==> src/i2c_slave_map.svh <==
// Register offsets, field positions, reset values and timing counts of the serial slave
`ifndef I2C_SLAVE_MAP_SVH
`define I2C_SLAVE_MAP_SVH

`define OFS_CTRL0 3'h0
`define OFS_CTRL1 3'h1
`define OFS_DATA 3'h2
`define OFS_OWN_ADDR 3'h3
`define OFS_TIMEOUT 3'h4

`define CTRL0_IRQ_EN_BIT 0
`define CTRL0_IF_EN_BIT 1
`define CTRL0_IRQ_FLAG_BIT 2
`define CTRL0_WMASK 8'h03

`define CTRL1_DONE_BIT 7
`define CTRL1_MATCH_BIT 6
`define CTRL1_BUSY_BIT 5
`define CTRL1_XMIT_BIT 4
`define CTRL1_ACKOUT_BIT 3
`define CTRL1_DIR_BIT 2
`define CTRL1_WAKE_BIT 1
`define CTRL1_ACKIN_BIT 0
`define CTRL1_WMASK 8'h1a

`define TOC_EN_BIT 7
`define TOC_FLAG_BIT 6
`define TOC_SEL_MSB 5

`define CTRL0_RESET 8'h00
`define CTRL1_RESET 8'h81
`define DATA_RESET 8'h00
`define OWN_ADDR_RESET 8'h00
`define TOC_RESET 8'h00

`define TIMEOUT_UNIT_SUB 5
`define BYTE_BITS 4'h8

`endif

==> src/i2c_slave_pkg.sv <==
// Types shared by the serial slave modules
`default_nettype none

package i2c_slave_pkg;

    typedef enum logic [8:0] {
        ST_IDLE = 9'h001,
        ST_ADDR = 9'h002,
        ST_ADDR_ACK = 9'h004,
        ST_HOLD = 9'h008,
        ST_RX = 9'h010,
        ST_RX_ACK = 9'h020,
        ST_TX = 9'h040,
        ST_TX_ACK = 9'h080,
        ST_WAIT = 9'h100
    } link_state_t;

    typedef struct packed {
        link_state_t st;
        logic scl_prev;
        logic sda_prev;
        logic sub_prev;
        logic [3:0] bit_cnt;
        logic [7:0] shift;
        logic [7:0] ctrl0;
        logic [7:0] ctrl1;
        logic [7:0] data;
        logic [7:0] own_addr;
        logic [7:0] toc;
        logic to_run;
        logic [11:0] to_cnt;
        logic irq_line;
        logic sda_oe_n;
        logic scl_oe_n;
        logic pin_low;
        logic [7:0] rdata;
    } slave_state_t;

endpackage : i2c_slave_pkg

`default_nettype wire

==> src/pin_sync.sv <==
// Two-stage synchroniser for inputs from outside the system clock
`default_nettype none

module pin_sync #(
    parameter int WIDTH = 1
) (
    input wire logic clk_in,
    input wire logic rst_in,
    input wire logic ce_in,
    input wire logic [WIDTH-1:0] async_in,
    output logic [WIDTH-1:0] sync_out
);

    typedef struct packed {
        logic [WIDTH-1:0] meta;
        logic [WIDTH-1:0] stable;
    } sync_state_t;

    sync_state_t s;
    sync_state_t next_s;

    always_comb begin
        next_s = s;
        if (ce_in) begin
            next_s.meta = async_in;
            next_s.stable = s.meta;
        end
    end

    // Idle bus lines are high, so reset to high avoids false edges
    always_ff @(posedge clk_in or posedge rst_in) begin
        if (rst_in) begin
            s <= '1;
        end else begin
            s <= next_s;
        end
    end

    assign sync_out = s.stable;

endmodule : pin_sync

`default_nettype wire

==> src/i2c_slave.sv <==
// Two-wire bus slave with address match, byte transfer, clock hold and bus time-out
//
// Our own choices: the address-and-strobe port and the register offsets.
`include "i2c_slave_map.svh"
`default_nettype none

// Behaviour
// - START sets the bus busy flag
// - STOP clears the bus busy flag
// - Shift seven address bits MSB first, compare
// - Address match sets flag and interrupt
// - Eighth bit captured as direction flag
// - Direction one means slave transmits
// - Slave acknowledges its matching address
// - Bytes are eight bits, MSB first
// - Receiver acknowledges low on ninth clock
// - Ninth clock carries the transmit acknowledge bit
// - Release data line on master no-acknowledge
// - Received byte lands in data register
// - Byte flag clears in transfer, sets after
// - One interrupt from match, byte, time-out
// - Time-out counts from match, restarts, halts
// - Time-out stops, clears enable, flags, interrupts
// - Time-out resets logic and second control
// - Time-out is select plus one, times 32
module i2c_slave
    import i2c_slave_pkg::*;
(
    input wire logic SYS_CLK_IN,
    input wire logic SYS_RST_IN,
    input wire logic CE_IN,
    input wire logic [2:0] ADDR_IN,
    input wire logic [7:0] WDATA_IN,
    input wire logic WR_IN,
    input wire logic RD_IN,
    output logic [7:0] RDATA_OUT,
    input wire logic SCL_IN,
    output logic SCL_OUT,
    output logic SCL_OE_N_OUT,
    input wire logic SDA_IN,
    output logic SDA_OUT,
    output logic SDA_OE_N_OUT,
    input wire logic SUB_CLK_IN,
    output logic IRQ_OUT
);

    slave_state_t s;
    slave_state_t next_s;
    logic [2:0] pins_sync;
    logic scl_s;
    logic sda_s;
    logic sub_s;
    logic scl_rise;
    logic scl_fall;
    logic start_ev;
    logic stop_ev;
    logic sub_rise;
    logic if_en;
    logic addr_hit;
    logic [11:0] to_limit;
    logic timeout_hit;

    pin_sync #(
        .WIDTH(3)
    ) u_sync (
        .clk_in(SYS_CLK_IN),
        .rst_in(SYS_RST_IN),
        .ce_in(CE_IN),
        .async_in({SUB_CLK_IN, SDA_IN, SCL_IN}),
        .sync_out(pins_sync)
    );

    assign scl_s = pins_sync[0];
    assign sda_s = pins_sync[1];
    assign sub_s = pins_sync[2];
    assign scl_rise = scl_s && !s.scl_prev;
    assign scl_fall = !scl_s && s.scl_prev;
    assign start_ev = scl_s && s.scl_prev && !sda_s && s.sda_prev;
    assign stop_ev = scl_s && s.scl_prev && sda_s && !s.sda_prev;
    assign sub_rise = sub_s && !s.sub_prev;
    assign if_en = s.ctrl0[`CTRL0_IF_EN_BIT];
    // seven address bits against own address
    assign addr_hit = s.shift[7:1] == s.own_addr[7:1];
    // select k gives k plus one units
    assign to_limit = {({1'b0, s.toc[`TOC_SEL_MSB:0]} + 7'h01), `TIMEOUT_UNIT_SUB'(0)};
    assign timeout_hit = s.to_run && (s.to_cnt >= to_limit);

    always_comb begin
        next_s = s;
        next_s.rdata = 8'h00;
        if (CE_IN) begin
            next_s.scl_prev = scl_s;
            next_s.sda_prev = sda_s;
            next_s.sub_prev = sub_s;

            if (RD_IN) begin
                case (ADDR_IN)
                    `OFS_CTRL0: next_s.rdata = s.ctrl0;
                    `OFS_CTRL1: next_s.rdata = s.ctrl1;
                    `OFS_DATA: next_s.rdata = s.data;
                    `OFS_OWN_ADDR: next_s.rdata = {s.own_addr[7:1], 1'b0};
                    `OFS_TIMEOUT: next_s.rdata = s.toc;
                    default: next_s.rdata = 8'h00;
                endcase
            end

            if (WR_IN) begin
                case (ADDR_IN)
                    `OFS_CTRL0: begin
                        next_s.ctrl0 = (WDATA_IN & `CTRL0_WMASK)
                            | (s.ctrl0 & WDATA_IN & (8'h01 << `CTRL0_IRQ_FLAG_BIT));
                    end
                    `OFS_CTRL1: begin
                        next_s.ctrl1 = (s.ctrl1 & ~`CTRL1_WMASK) | (WDATA_IN & `CTRL1_WMASK);
                    end
                    `OFS_DATA: next_s.data = WDATA_IN;
                    `OFS_OWN_ADDR: next_s.own_addr = {WDATA_IN[7:1], 1'b0};
                    // flag is cleared only by software
                    `OFS_TIMEOUT: next_s.toc = WDATA_IN;
                    default: next_s.toc = next_s.toc;
                endcase
            end

            case (s.st)
                ST_IDLE: begin
                    next_s.sda_oe_n = 1'b1;
                    next_s.scl_oe_n = 1'b1;
                end
                ST_ADDR: begin
                    if (scl_rise) begin
                        next_s.shift = {s.shift[6:0], sda_s};
                        next_s.bit_cnt = s.bit_cnt + 4'h1;
                    end else if (scl_fall && s.bit_cnt == `BYTE_BITS) begin
                        if (addr_hit) begin
                            next_s.ctrl1[`CTRL1_MATCH_BIT] = 1'b1;
                            next_s.ctrl0[`CTRL0_IRQ_FLAG_BIT] = 1'b1;
                            next_s.ctrl1[`CTRL1_DIR_BIT] = s.shift[0];
                            next_s.sda_oe_n = 1'b0;
                            next_s.to_run = s.toc[`TOC_EN_BIT];
                            next_s.to_cnt = 12'h000;
                            next_s.st = ST_ADDR_ACK;
                        end else begin
                            next_s.st = ST_WAIT;
                        end
                    end
                end
                ST_ADDR_ACK: begin
                    if (scl_fall) begin
                        next_s.sda_oe_n = 1'b1;
                        next_s.scl_oe_n = 1'b0;
                        next_s.st = ST_HOLD;
                    end
                end
                ST_HOLD: begin
                    if (s.ctrl1[`CTRL1_XMIT_BIT] && WR_IN && ADDR_IN == `OFS_DATA) begin
                        next_s.shift = WDATA_IN;
                        next_s.sda_oe_n = WDATA_IN[7];
                        next_s.scl_oe_n = 1'b1;
                        next_s.bit_cnt = 4'h0;
                        next_s.ctrl1[`CTRL1_DONE_BIT] = 1'b0;
                        next_s.ctrl1[`CTRL1_MATCH_BIT] = 1'b0;
                        next_s.st = ST_TX;
                    end else if (!s.ctrl1[`CTRL1_XMIT_BIT] && RD_IN && ADDR_IN == `OFS_DATA) begin
                        next_s.scl_oe_n = 1'b1;
                        next_s.bit_cnt = 4'h0;
                        next_s.ctrl1[`CTRL1_DONE_BIT] = 1'b0;
                        next_s.ctrl1[`CTRL1_MATCH_BIT] = 1'b0;
                        next_s.st = ST_RX;
                    end
                end
                ST_RX: begin
                    if (scl_rise) begin
                        next_s.shift = {s.shift[6:0], sda_s};
                        next_s.bit_cnt = s.bit_cnt + 4'h1;
                    end else if (scl_fall && s.bit_cnt == `BYTE_BITS) begin
                        next_s.data = s.shift;
                        next_s.ctrl1[`CTRL1_DONE_BIT] = 1'b1;
                        next_s.ctrl0[`CTRL0_IRQ_FLAG_BIT] = 1'b1;
                        // transmit acknowledge bit on ninth clock
                        next_s.sda_oe_n = s.ctrl1[`CTRL1_ACKOUT_BIT];
                        next_s.st = ST_RX_ACK;
                    end
                end
                ST_RX_ACK: begin
                    if (scl_fall) begin
                        next_s.sda_oe_n = 1'b1;
                        next_s.scl_oe_n = 1'b0;
                        next_s.st = ST_HOLD;
                    end
                end
                ST_TX: begin
                    if (scl_fall) begin
                        next_s.bit_cnt = s.bit_cnt + 4'h1;
                        if (s.bit_cnt == `BYTE_BITS - 4'h1) begin
                            next_s.sda_oe_n = 1'b1;
                            next_s.st = ST_TX_ACK;
                        end else begin
                            next_s.shift = {s.shift[6:0], 1'b0};
                            next_s.sda_oe_n = s.shift[6];
                        end
                    end
                end
                ST_TX_ACK: begin
                    if (scl_rise) begin
                        next_s.ctrl1[`CTRL1_ACKIN_BIT] = sda_s;
                    end else if (scl_fall) begin
                        next_s.ctrl1[`CTRL1_DONE_BIT] = 1'b1;
                        next_s.ctrl0[`CTRL0_IRQ_FLAG_BIT] = 1'b1;
                        // no acknowledge releases the data line
                        if (s.ctrl1[`CTRL1_ACKIN_BIT]) begin
                            next_s.st = ST_WAIT;
                        end else begin
                            next_s.scl_oe_n = 1'b0;
                            next_s.st = ST_HOLD;
                        end
                    end
                end
                ST_WAIT: begin
                    next_s.sda_oe_n = 1'b1;
                    next_s.scl_oe_n = 1'b1;
                end
                default: begin
                    next_s.st = ST_IDLE;
                    next_s.sda_oe_n = 1'b1;
                    next_s.scl_oe_n = 1'b1;
                end
            endcase

            // counter counts sub-clock, cleared by clock falling edge
            if (s.to_run) begin
                if (scl_fall) begin
                    next_s.to_cnt = 12'h000;
                end else if (sub_rise) begin
                    next_s.to_cnt = s.to_cnt + 12'h001;
                end
            end

            if (start_ev) begin
                next_s.ctrl1[`CTRL1_BUSY_BIT] = 1'b1;
                next_s.bit_cnt = 4'h0;
                next_s.shift = 8'h00;
                next_s.sda_oe_n = 1'b1;
                next_s.scl_oe_n = 1'b1;
                next_s.st = ST_ADDR;
            end else if (stop_ev) begin
                next_s.ctrl1[`CTRL1_BUSY_BIT] = 1'b0;
                next_s.sda_oe_n = 1'b1;
                next_s.scl_oe_n = 1'b1;
                next_s.to_run = 1'b0;
                next_s.st = ST_IDLE;
            end

            if (timeout_hit) begin
                next_s.to_run = 1'b0;
                next_s.toc[`TOC_EN_BIT] = 1'b0;
                next_s.toc[`TOC_FLAG_BIT] = 1'b1;
                next_s.ctrl0[`CTRL0_IRQ_FLAG_BIT] = 1'b1;
                // second control back to power-on values
                next_s.ctrl1 = `CTRL1_RESET;
                next_s.sda_oe_n = 1'b1;
                next_s.scl_oe_n = 1'b1;
                next_s.st = ST_IDLE;
            end

            // Disabled interface never touches the wires
            if (!if_en) begin
                next_s.st = ST_IDLE;
                next_s.sda_oe_n = 1'b1;
                next_s.scl_oe_n = 1'b1;
                next_s.to_run = 1'b0;
            end

            // one interrupt line for all sources
            next_s.irq_line = next_s.ctrl0[`CTRL0_IRQ_FLAG_BIT]
                && next_s.ctrl0[`CTRL0_IRQ_EN_BIT];
        end
    end

    always_ff @(posedge SYS_CLK_IN or posedge SYS_RST_IN) begin
        if (SYS_RST_IN) begin
            s <= '{st: ST_IDLE, scl_prev: 1'b1, sda_prev: 1'b1, sub_prev: 1'b1,
                   bit_cnt: 4'h0, shift: 8'h00, ctrl0: `CTRL0_RESET, ctrl1: `CTRL1_RESET,
                   data: `DATA_RESET, own_addr: `OWN_ADDR_RESET, toc: `TOC_RESET,
                   to_run: 1'b0, to_cnt: 12'h000, irq_line: 1'b0, sda_oe_n: 1'b1,
                   scl_oe_n: 1'b1, pin_low: 1'b0, rdata: 8'h00};
        end else begin
            s <= next_s;
        end
    end

    assign RDATA_OUT = s.rdata;
    assign SCL_OUT = s.pin_low;
    assign SCL_OE_N_OUT = s.scl_oe_n;
    assign SDA_OUT = s.pin_low;
    assign SDA_OE_N_OUT = s.sda_oe_n;
    assign IRQ_OUT = s.irq_line;
endmodule : i2c_slave

`default_nettype wire

==> config.mk <==
export PLATFORM = sky130hd
export DESIGN_NAME = i2c_slave
export DESIGN_NICKNAME = d
export VERILOG_FILES = /design/src/i2c_slave_pkg.sv /design/src/pin_sync.sv /design/src/i2c_slave.sv
export VERILOG_INCLUDE_DIRS = /design/src
export SDC_FILE = /design/constraint.sdc
export NUM_CORES = 1
export LEC_CHECK = 0
export BUFFER_PORTS_ARGS = -buffer_cell sky130_fd_sc_hd__buf_2
export CORE_ASPECT_RATIO = 1.4
export CORE_MARGIN = 4
export CORE_UTILIZATION = 40
export CTS_CLUSTER_DIAMETER = 50
export DETAILED_ROUTE_END_ITERATION = 6
export PLACE_DENSITY = 0.58
export SKIP_LAST_GASP = 1
export SLEW_MARGIN = 20
export SYNTH_ARGS = -nofsm -noshare
export SYNTH_HDL_FRONTEND = slang
export SYNTH_HIERARCHICAL = 1
export SYNTH_SLANG_ARGS = --single-unit
==> constraint.sdc <==
create_clock -name SYS_CLK_IN -period 6.25 [get_ports SYS_CLK_IN]
set_input_delay 0.625 -clock SYS_CLK_IN [delete_from_list [all_inputs] [get_ports SYS_CLK_IN]]
set_output_delay 0.625 -clock SYS_CLK_IN [all_outputs]
set_load 0.01 [all_outputs]
==> results.py, run 1 <==
metrics = {
    "power": {
        "peakVddDrop_v": 0.000117,
        "powerDensity_nw_per_um2": 305,
        "leakagePower_uw": 0.00253,
    },
    "synth": {
        "ys_seq_area_frac": 0.404,
        "synth-seq-cells": 88,
        "synth-edff-count": 0,
        "yosysWarnings": 6,
        "synthFlopType": "dfrtp_1",
        "syn_inst": 574,
        "async_flop_share": 1.00,
        "ys_types": 78,
        "postSynthAreaPerCell_sq_um": 9.57,
        "netlist_area_sq_um": 5490,
    },
    "grt": {
        "grt_overflow": 0,
        "use_met2": 0.334,
        "track_usage": 0.197,
        "grt-busiest-layer": "met2",
        "grt_pass1_vias": 4535,
        "grt_pass1_wl_microns": 24600,
        "antenna_found_initial": 0,
        "grt_max_degree": 54,
        "use_met1": 0.245,
        "met3_usage": 0.0274,
    },
    "setup_path": {
        "path_class": "reg2reg",
        "arrival_ns": 3.35,
        "startpoint_type": "flop",
        "worstPathMaxFanout": 10,
        "cp.required_ns": 6.50,
        "regToRegSetupSlack_ns": 3.16,
        "crit_path_end_kind": "flop",
    },
    "sta": {
        "final.min_clock_period_ns": 3.09,
        "relSlewSlack": 0.234,
        "fin_crit_sh": 0.495,
        "grt_setup_unrepaired": "no",
        "whs_ns": 0.329,
        "fin_tns_setup_ns": 0,
        "maxSlewViolCount": 0,
        "hold_viol": 0,
        "setup_slack_ns": 3.16,
        "fmax_ghz": 0.323,
        "tightest_slew_ns": 1.14,
        "fin_worst_skew_ns": 0.00881,
        "setup_viol": 0,
    },
    "floorplanning": {
        "ioPinCount": 32,
        "core_area_sq_um": 13400,
        "die_area_sq_um": 15700,
        "chipHeight_microns": 147,
        "rows": 50,
        "initial_core_util": 0.410,
        "die_w_microns": 107,
    },
    "cts": {
        "cts_num_sinks": 88,
        "clkLatencyLatePin_ns": 0.34,
        "post_cts_buffers": 0,
        "clockRootBuffer": "clkbuf_16",
        "numCtsBuffers": 9,
        "holdBufCountCts": 0,
        "h-tree-depth": 3,
        "cts_resized": 0,
        "cts_buffer_depth": 2,
        "clk_pin_slew_ns": 0.07,
        "cts_tree": "built",
    },
    "finish": {
        "layout-drive-gt1-share": 0.186,
        "antenna_cells": 0,
        "layout_commonest_cell": "dfrtp_1",
        "fin_nets": 611,
        "final_util": 0.446,
        "area_delta_synth_final_pct": 8.68,
        "most-common-layout-cells": "74 x dfrtp_1, 52 x nor2_1, 36 x nand2_1",
    },
    "placement": {
        "pre_cts_ws_ns": 3.20,
        "post-dp-hpwl_microns": 11200,
        "gp_congestion": 0.928,
        "port_buffers": 29,
    },
    "run_status": {
        "status": "finished, final reports clean",
    },
    "worst_hold_path": {
        "hold_class": "in2async",
    },
    "routing": {
        "drt-initial-drc-count": 252,
        "drc": 0,
        "via_per_inst": 5.92,
        "vias": 4537,
        "antenna_left": 0,
        "post_drt_wl_per_cell_microns": 19.8,
        "drtPass1Iterations": 5,
        "routed_wl_microns": 15200,
    },
    "run": {
        "maxCapViolations": 0,
    },
}
[sequential cells by signal, indices dropped and copies added, names as in the netlist]
register,count
IRQ_OUT,1
RDATA_OUT,8
SCL_OE_N_OUT,1
SDA_OE_N_OUT,1
if_en,1
s,70
u_sync/s,3
u_sync/sync_out,3
[stage by stage]
step,instances,instance area (sq um),power [uW]
floorplan,575,5500,1130
global placement,751,5660,1260
detailed placement,751,5660,1270
finish,767,5970,1820
global route,767,5970,1920
CTS,767,5970,1830
[worst max-delay path, cell delays in order, from the launching register on]
cell and delay (ns):
dfrtp_1 0.41, ha_1 0.24, nand3_1 0.11, xor2_1 0.16, ha_1 0.30, a21o_1 0.17
nand3_1 0.07, a21oi_1 0.21, or2_1 0.40, or4_1 0.69, o31ai_2 0.25
[cell families after synthesis]
group	count (synthesis)	share of synthesized area
simple gates	204	0.203
compound gates	148	0.192
flops	88	0.404
buf+inv	61	0.0581
mux	41	0.0845
xor+xnor	19	0.0303
fa+ha+maj	12	0.0273
other cells	1	0.000683
[routing by layer]
metal  wire length, microns  share of wire
met4                    584          0.038
met2                   7440           0.49
met5                      0              0
met1                   6590           0.43
met3                    584          0.038
[synthesized netlist by cell type, types with 10 or more instances]
master	number	area, sq um
dfstp_2	14	368
clkbuf_1	10	37.5
o2bb2ai_1	10	87.6
xnor2_1	10	87.6
mux2i_1	16	160
a21oi_1	28	140
mux2_2	19	214
ha_1	12	150
nand2_1	36	135
inv_1	22	82.6
dfrtp_1	74	1850
nand3_1	21	105
nor3_1	14	70.1
buf_4	15	113
o21ai_0	29	145
a22o_1	10	87.6
nor2_1	52	195
nor2b_1	10	62.6
[power breakdown]
group	internal, uW	leakage (uW)	switching, uW
Clock	323	0.000153	232
Combinational	199	0.00127	238
Sequential	684	0.00111	147
Total	1210	0.00253	617
[path summary, 6_finish.rpt]
path / endpoint / cells after the start / start
max in group asynchronous: s[65] / 3 / SYS_RST_IN
worst max register to register: s[86] / 10 / s[26]
worst max-delay path: s[86] / 10 / s[26]
worst min register to register: SCL_OE_N_OUT / 2 / SCL_OE_N_OUT
worst min-delay path: s[22] / 2 / SYS_RST_IN
min in group SYS_CLK_IN: SCL_OE_N_OUT / 2 / SCL_OE_N_OUT
[layout make-up]
cell class | count | area, sq um
multi-input combinational | 426 | 2960
clock inverter | 6 | 66.3
timing repair buffer | 33 | 175
fill | 1346 | 7420
tap | 182 | 228
sequential | 88 | 2220
inverter | 22 | 83.8
clock buffer | 10 | 239
(Power assumes the default switching activity.)
==> inputs of run 2 (changes only) <==
--- a/config.mk
+++ b/config.mk
@@ -6,13 +6,14 @@
 export SDC_FILE = /design/constraint.sdc
 export NUM_CORES = 1
 export LEC_CHECK = 0
+export ABC_AREA = 1
 export BUFFER_PORTS_ARGS = -buffer_cell sky130_fd_sc_hd__buf_2
 export CORE_ASPECT_RATIO = 1.4
 export CORE_MARGIN = 4
 export CORE_UTILIZATION = 40
 export CTS_CLUSTER_DIAMETER = 50
 export DETAILED_ROUTE_END_ITERATION = 6
-export PLACE_DENSITY = 0.58
+export PLACE_DENSITY = 0.6
 export SKIP_LAST_GASP = 1
 export SLEW_MARGIN = 20
 export SYNTH_ARGS = -nofsm -noshare
==> constraint.sdc (replaced) <==
create_clock -name SYS_CLK_IN -period 2.5 [get_ports SYS_CLK_IN]
set_input_delay 0.25 -clock SYS_CLK_IN [delete_from_list [all_inputs] [get_ports SYS_CLK_IN]]
set_output_delay 0.25 -clock SYS_CLK_IN [all_outputs]
set_load 0.01 [all_outputs]
==> run 2 against run 1 <==
Count of clock-buffer cells in the layout fell by 1. Sequential power rose by 130%. Non-clock buffer count rose by 24. Combinational power rose to 2.7 times the previous value. Design area rose by 12%. Cell count rose by 32%. Register-to-register slack got worse by 3.1 ns. Critical endpoint is now s[82]. Largest power group unchanged.
==> results.py, run 2 <==
metrics = {
    "floorplanning": {
        "ioPinCount": 32,
        "die_w_microns": 110,
        "core_area_sq_um": 14000,
        "rows": 51,
        "initial_core_util": 0.412,
        "chipHeight_microns": 150,
        "die_area_sq_um": 16500,
    },
    "power": {
        "p_clk_frac": 0.300,
        "p_total_uw": 4460,
        "leakagePower_uw": 0.00317,
        "intPower_uw": 2840,
        "peakVddDrop_v": 0.000286,
        "switching_power_uw": 1620,
        "p_sw_frac": 0.364,
        "powerDensity_nw_per_um2": 669,
        "p_comb_frac": 0.266,
        "pwr-share-seq": 0.434,
    },
    "sta": {
        "whs_ns": 0.0955,
        "grt_setup_unrepaired": "yes",
        "final.min_clock_period_ns": 2.45,
        "fin_crit_sh": 0.979,
        "tightest_slew_ns": 0.684,
        "maxSlewViolCount": 0,
        "fin_tns_setup_ns": 0,
        "fmax_ghz": 0.408,
        "setup_viol": 0,
        "hold_viol": 0,
        "relSlewSlack": 0.541,
        "fin_worst_skew_ns": 0.0104,
    },
    "setup_path": {
        "worstPathMaxFanout": 9,
        "regToRegSetupSlack_ns": 0.05,
        "crit_path_end_kind": "flop",
        "arrival_ns": 2.69,
        "r2r_cells": 15,
        "startpoint_type": "flop",
        "cp.required_ns": 2.74,
        "path_class": "reg2reg",
    },
    "synth": {
        "async_flop_share": 1.00,
        "ys_seq_area_frac": 0.384,
        "ys_types": 51,
        "netlist_area_sq_um": 5780,
        "synth-edff-count": 0,
        "yosysWarnings": 6,
        "ys_top_cells_by_area": "dfrtp_1 32%, nand2_1 12%, dfstp_2 6.4%",
        "synth_top_area_share": 0.320,
        "synth_commonest_cells": "186 x nand2_1, 86 x inv_1, 79 x nor2_1",
        "synth-seq-cells": 88,
        "yosysMostFrequentCell": "nand2_1",
        "synth_top_area_cell": "dfrtp_1",
        "syn_inst": 780,
        "postSynthAreaPerCell_sq_um": 7.41,
        "synthFlopType": "dfrtp_1",
    },
    "grt": {
        "grt_max_degree": 39,
        "grt_overflow": 0,
        "grt_pass1_vias": 5275,
        "grt_pass1_wl_microns": 27200,
        "track_usage": 0.212,
        "antenna_found_initial": 0,
    },
    "routing": {
        "antenna_left": 0,
        "drt-initial-drc-count": 308,
        "vias": 5464,
        "drtPass1Iterations": 5,
        "post_drt_wl_per_cell_microns": 16.5,
        "via_per_inst": 5.39,
        "routed_wl_microns": 16800,
        "drc": 0,
    },
    "placement": {
        "post-dp-hpwl_microns": 12900,
        "port_buffers": 29,
        "gp_congestion": 0.999,
    },
    "finish": {
        "area_delta_synth_final_pct": 15.3,
        "layout_commonest_cell": "nand2_1",
        "layout-drive-gt1-share": 0.193,
        "most-common-layout-cells": "184 x nand2_1, 84 x inv_1, 76 x nor2_1",
        "largest_reg_flops": 70,
        "fin_nets": 855,
        "antenna_cells": 0,
        "top_register": "s",
    },
    "cts": {
        "h-tree-depth": 3,
        "cts_tree": "built",
        "clk_pin_slew_ns": 0.07,
        "cts_buffer_depth": 2,
        "cts_num_sinks": 88,
        "clkLatencyLatePin_ns": 0.35,
        "numCtsBuffers": 9,
        "clockRootBuffer": "clkbuf_16",
    },
    "worst_hold_path": {
        "hold_path_depth": 3,
        "hold_class": "in2reg",
    },
    "run_status": {
        "status": "finished, final reports clean",
    },
    "run": {
        "maxCapViolations": 0,
    },
}
-- run 2: cell type report --
type	instances	area (sq um)
Fill cell	1417	7370
Multi-Input combinational cell	571	3160
Sequential cell	88	2220
Timing Repair Buffer	57	395
Inverter	97	375
Tap cell	185	231
Clock buffer	9	225
Clock inverter	7	62.6
-- run 2: metal layers --
layer	GRT usage	vias up	share of wire	wire, microns
li1	-	2660	-	-
met1	0.266	2587	0.42	7030
met2	0.353	165	0.50	8380
met3	0.0322	52	0.040	669
met4	0.106	0	0.042	704
met5	0	-	0	0
-- run 2: what timing repair did --
| item | in CTS | in global routing |
|---|---|---|
| setup buffers | 1 | 0 |
| pin swaps | 3 | 12 |
| endpoints found under the setup margin | 10 | 19 |
| hold buffers | 1 | 0 |
| gates cloned | 1 | 0 |
| resized for setup | 2 | 26 |
| hold endpoints to repair | 21 | 0 |
-- run 2: power groups by stage --
stage / clock network (uW) / logic [uW] / registers [uW]
after CTS: 1350 / 1110 / 1930
final: 1340 / 1190 / 1940
after global placement: 0 / 1060 / 1950
after detailed placement: 0 / 1090 / 1950
after global routing: 1410 / 1340 / 1960
after floorplan: 0 / 801 / 1870
-- run 2: logic make-up (layout without fill, tap and decap cells) --
family,after synthesis,count (layout),share of synthesized area
AND/OR/NAND/NOR,397,398,0.327
flip-flops,88,88,0.384
other,1,2,0.000649
XOR/XNOR,15,15,0.0227
AO/OA/AOI/OAI,144,144,0.146
buffers and inverters,123,170,0.0944
adder cells (fa/ha/maj),12,12,0.0260
-- run 2: final timing paths --
kind	startpoint	endpoint
min in group asynchronous	SYS_RST_IN	s[14]
worst min register to register	u_sync/s[5]	u_sync/sync_out[2]
worst min-delay path	SUB_CLK_IN	u_sync/s[5]
worst max-delay path	s[26]	s[82]
max in group asynchronous	SYS_RST_IN	s[41]
worst max register to register	s[26]	s[82]
-- run 2: stage by stage --
stage | area, sq um | std cells | setup slack, ns | utilization
2_1_floorplan | 5780 | 781 | 0.155 | -
3_3_place_gp | 6220 | 995 | 0.0233 | 0.443
3_5_place_dp | 6220 | 995 | -0.0573 | 0.443
4_1_cts | 6550 | 1014 | 0.00425 | 0.466
5_1_grt | 6670 | 1014 | -0.117 | 0.475
6_report | 6670 | 1014 | 0.0515 | 0.475
-- run 2: worst max-delay path, cell delays in order, from the launching register on --
cell      delay, ns
dfrtp_1        0.37
ha_2           0.20
nand3_2        0.09
nand3b_1       0.23
ha_4           0.28
nand2_4        0.08
inv_1          0.05
a21oi_2        0.16
nand3_4        0.16
nand2_8        0.12
nand4_1        0.15
nand2_2        0.13
nor2_4         0.05
buf_12         0.13
nand3_1        0.08
nand2_1        0.06
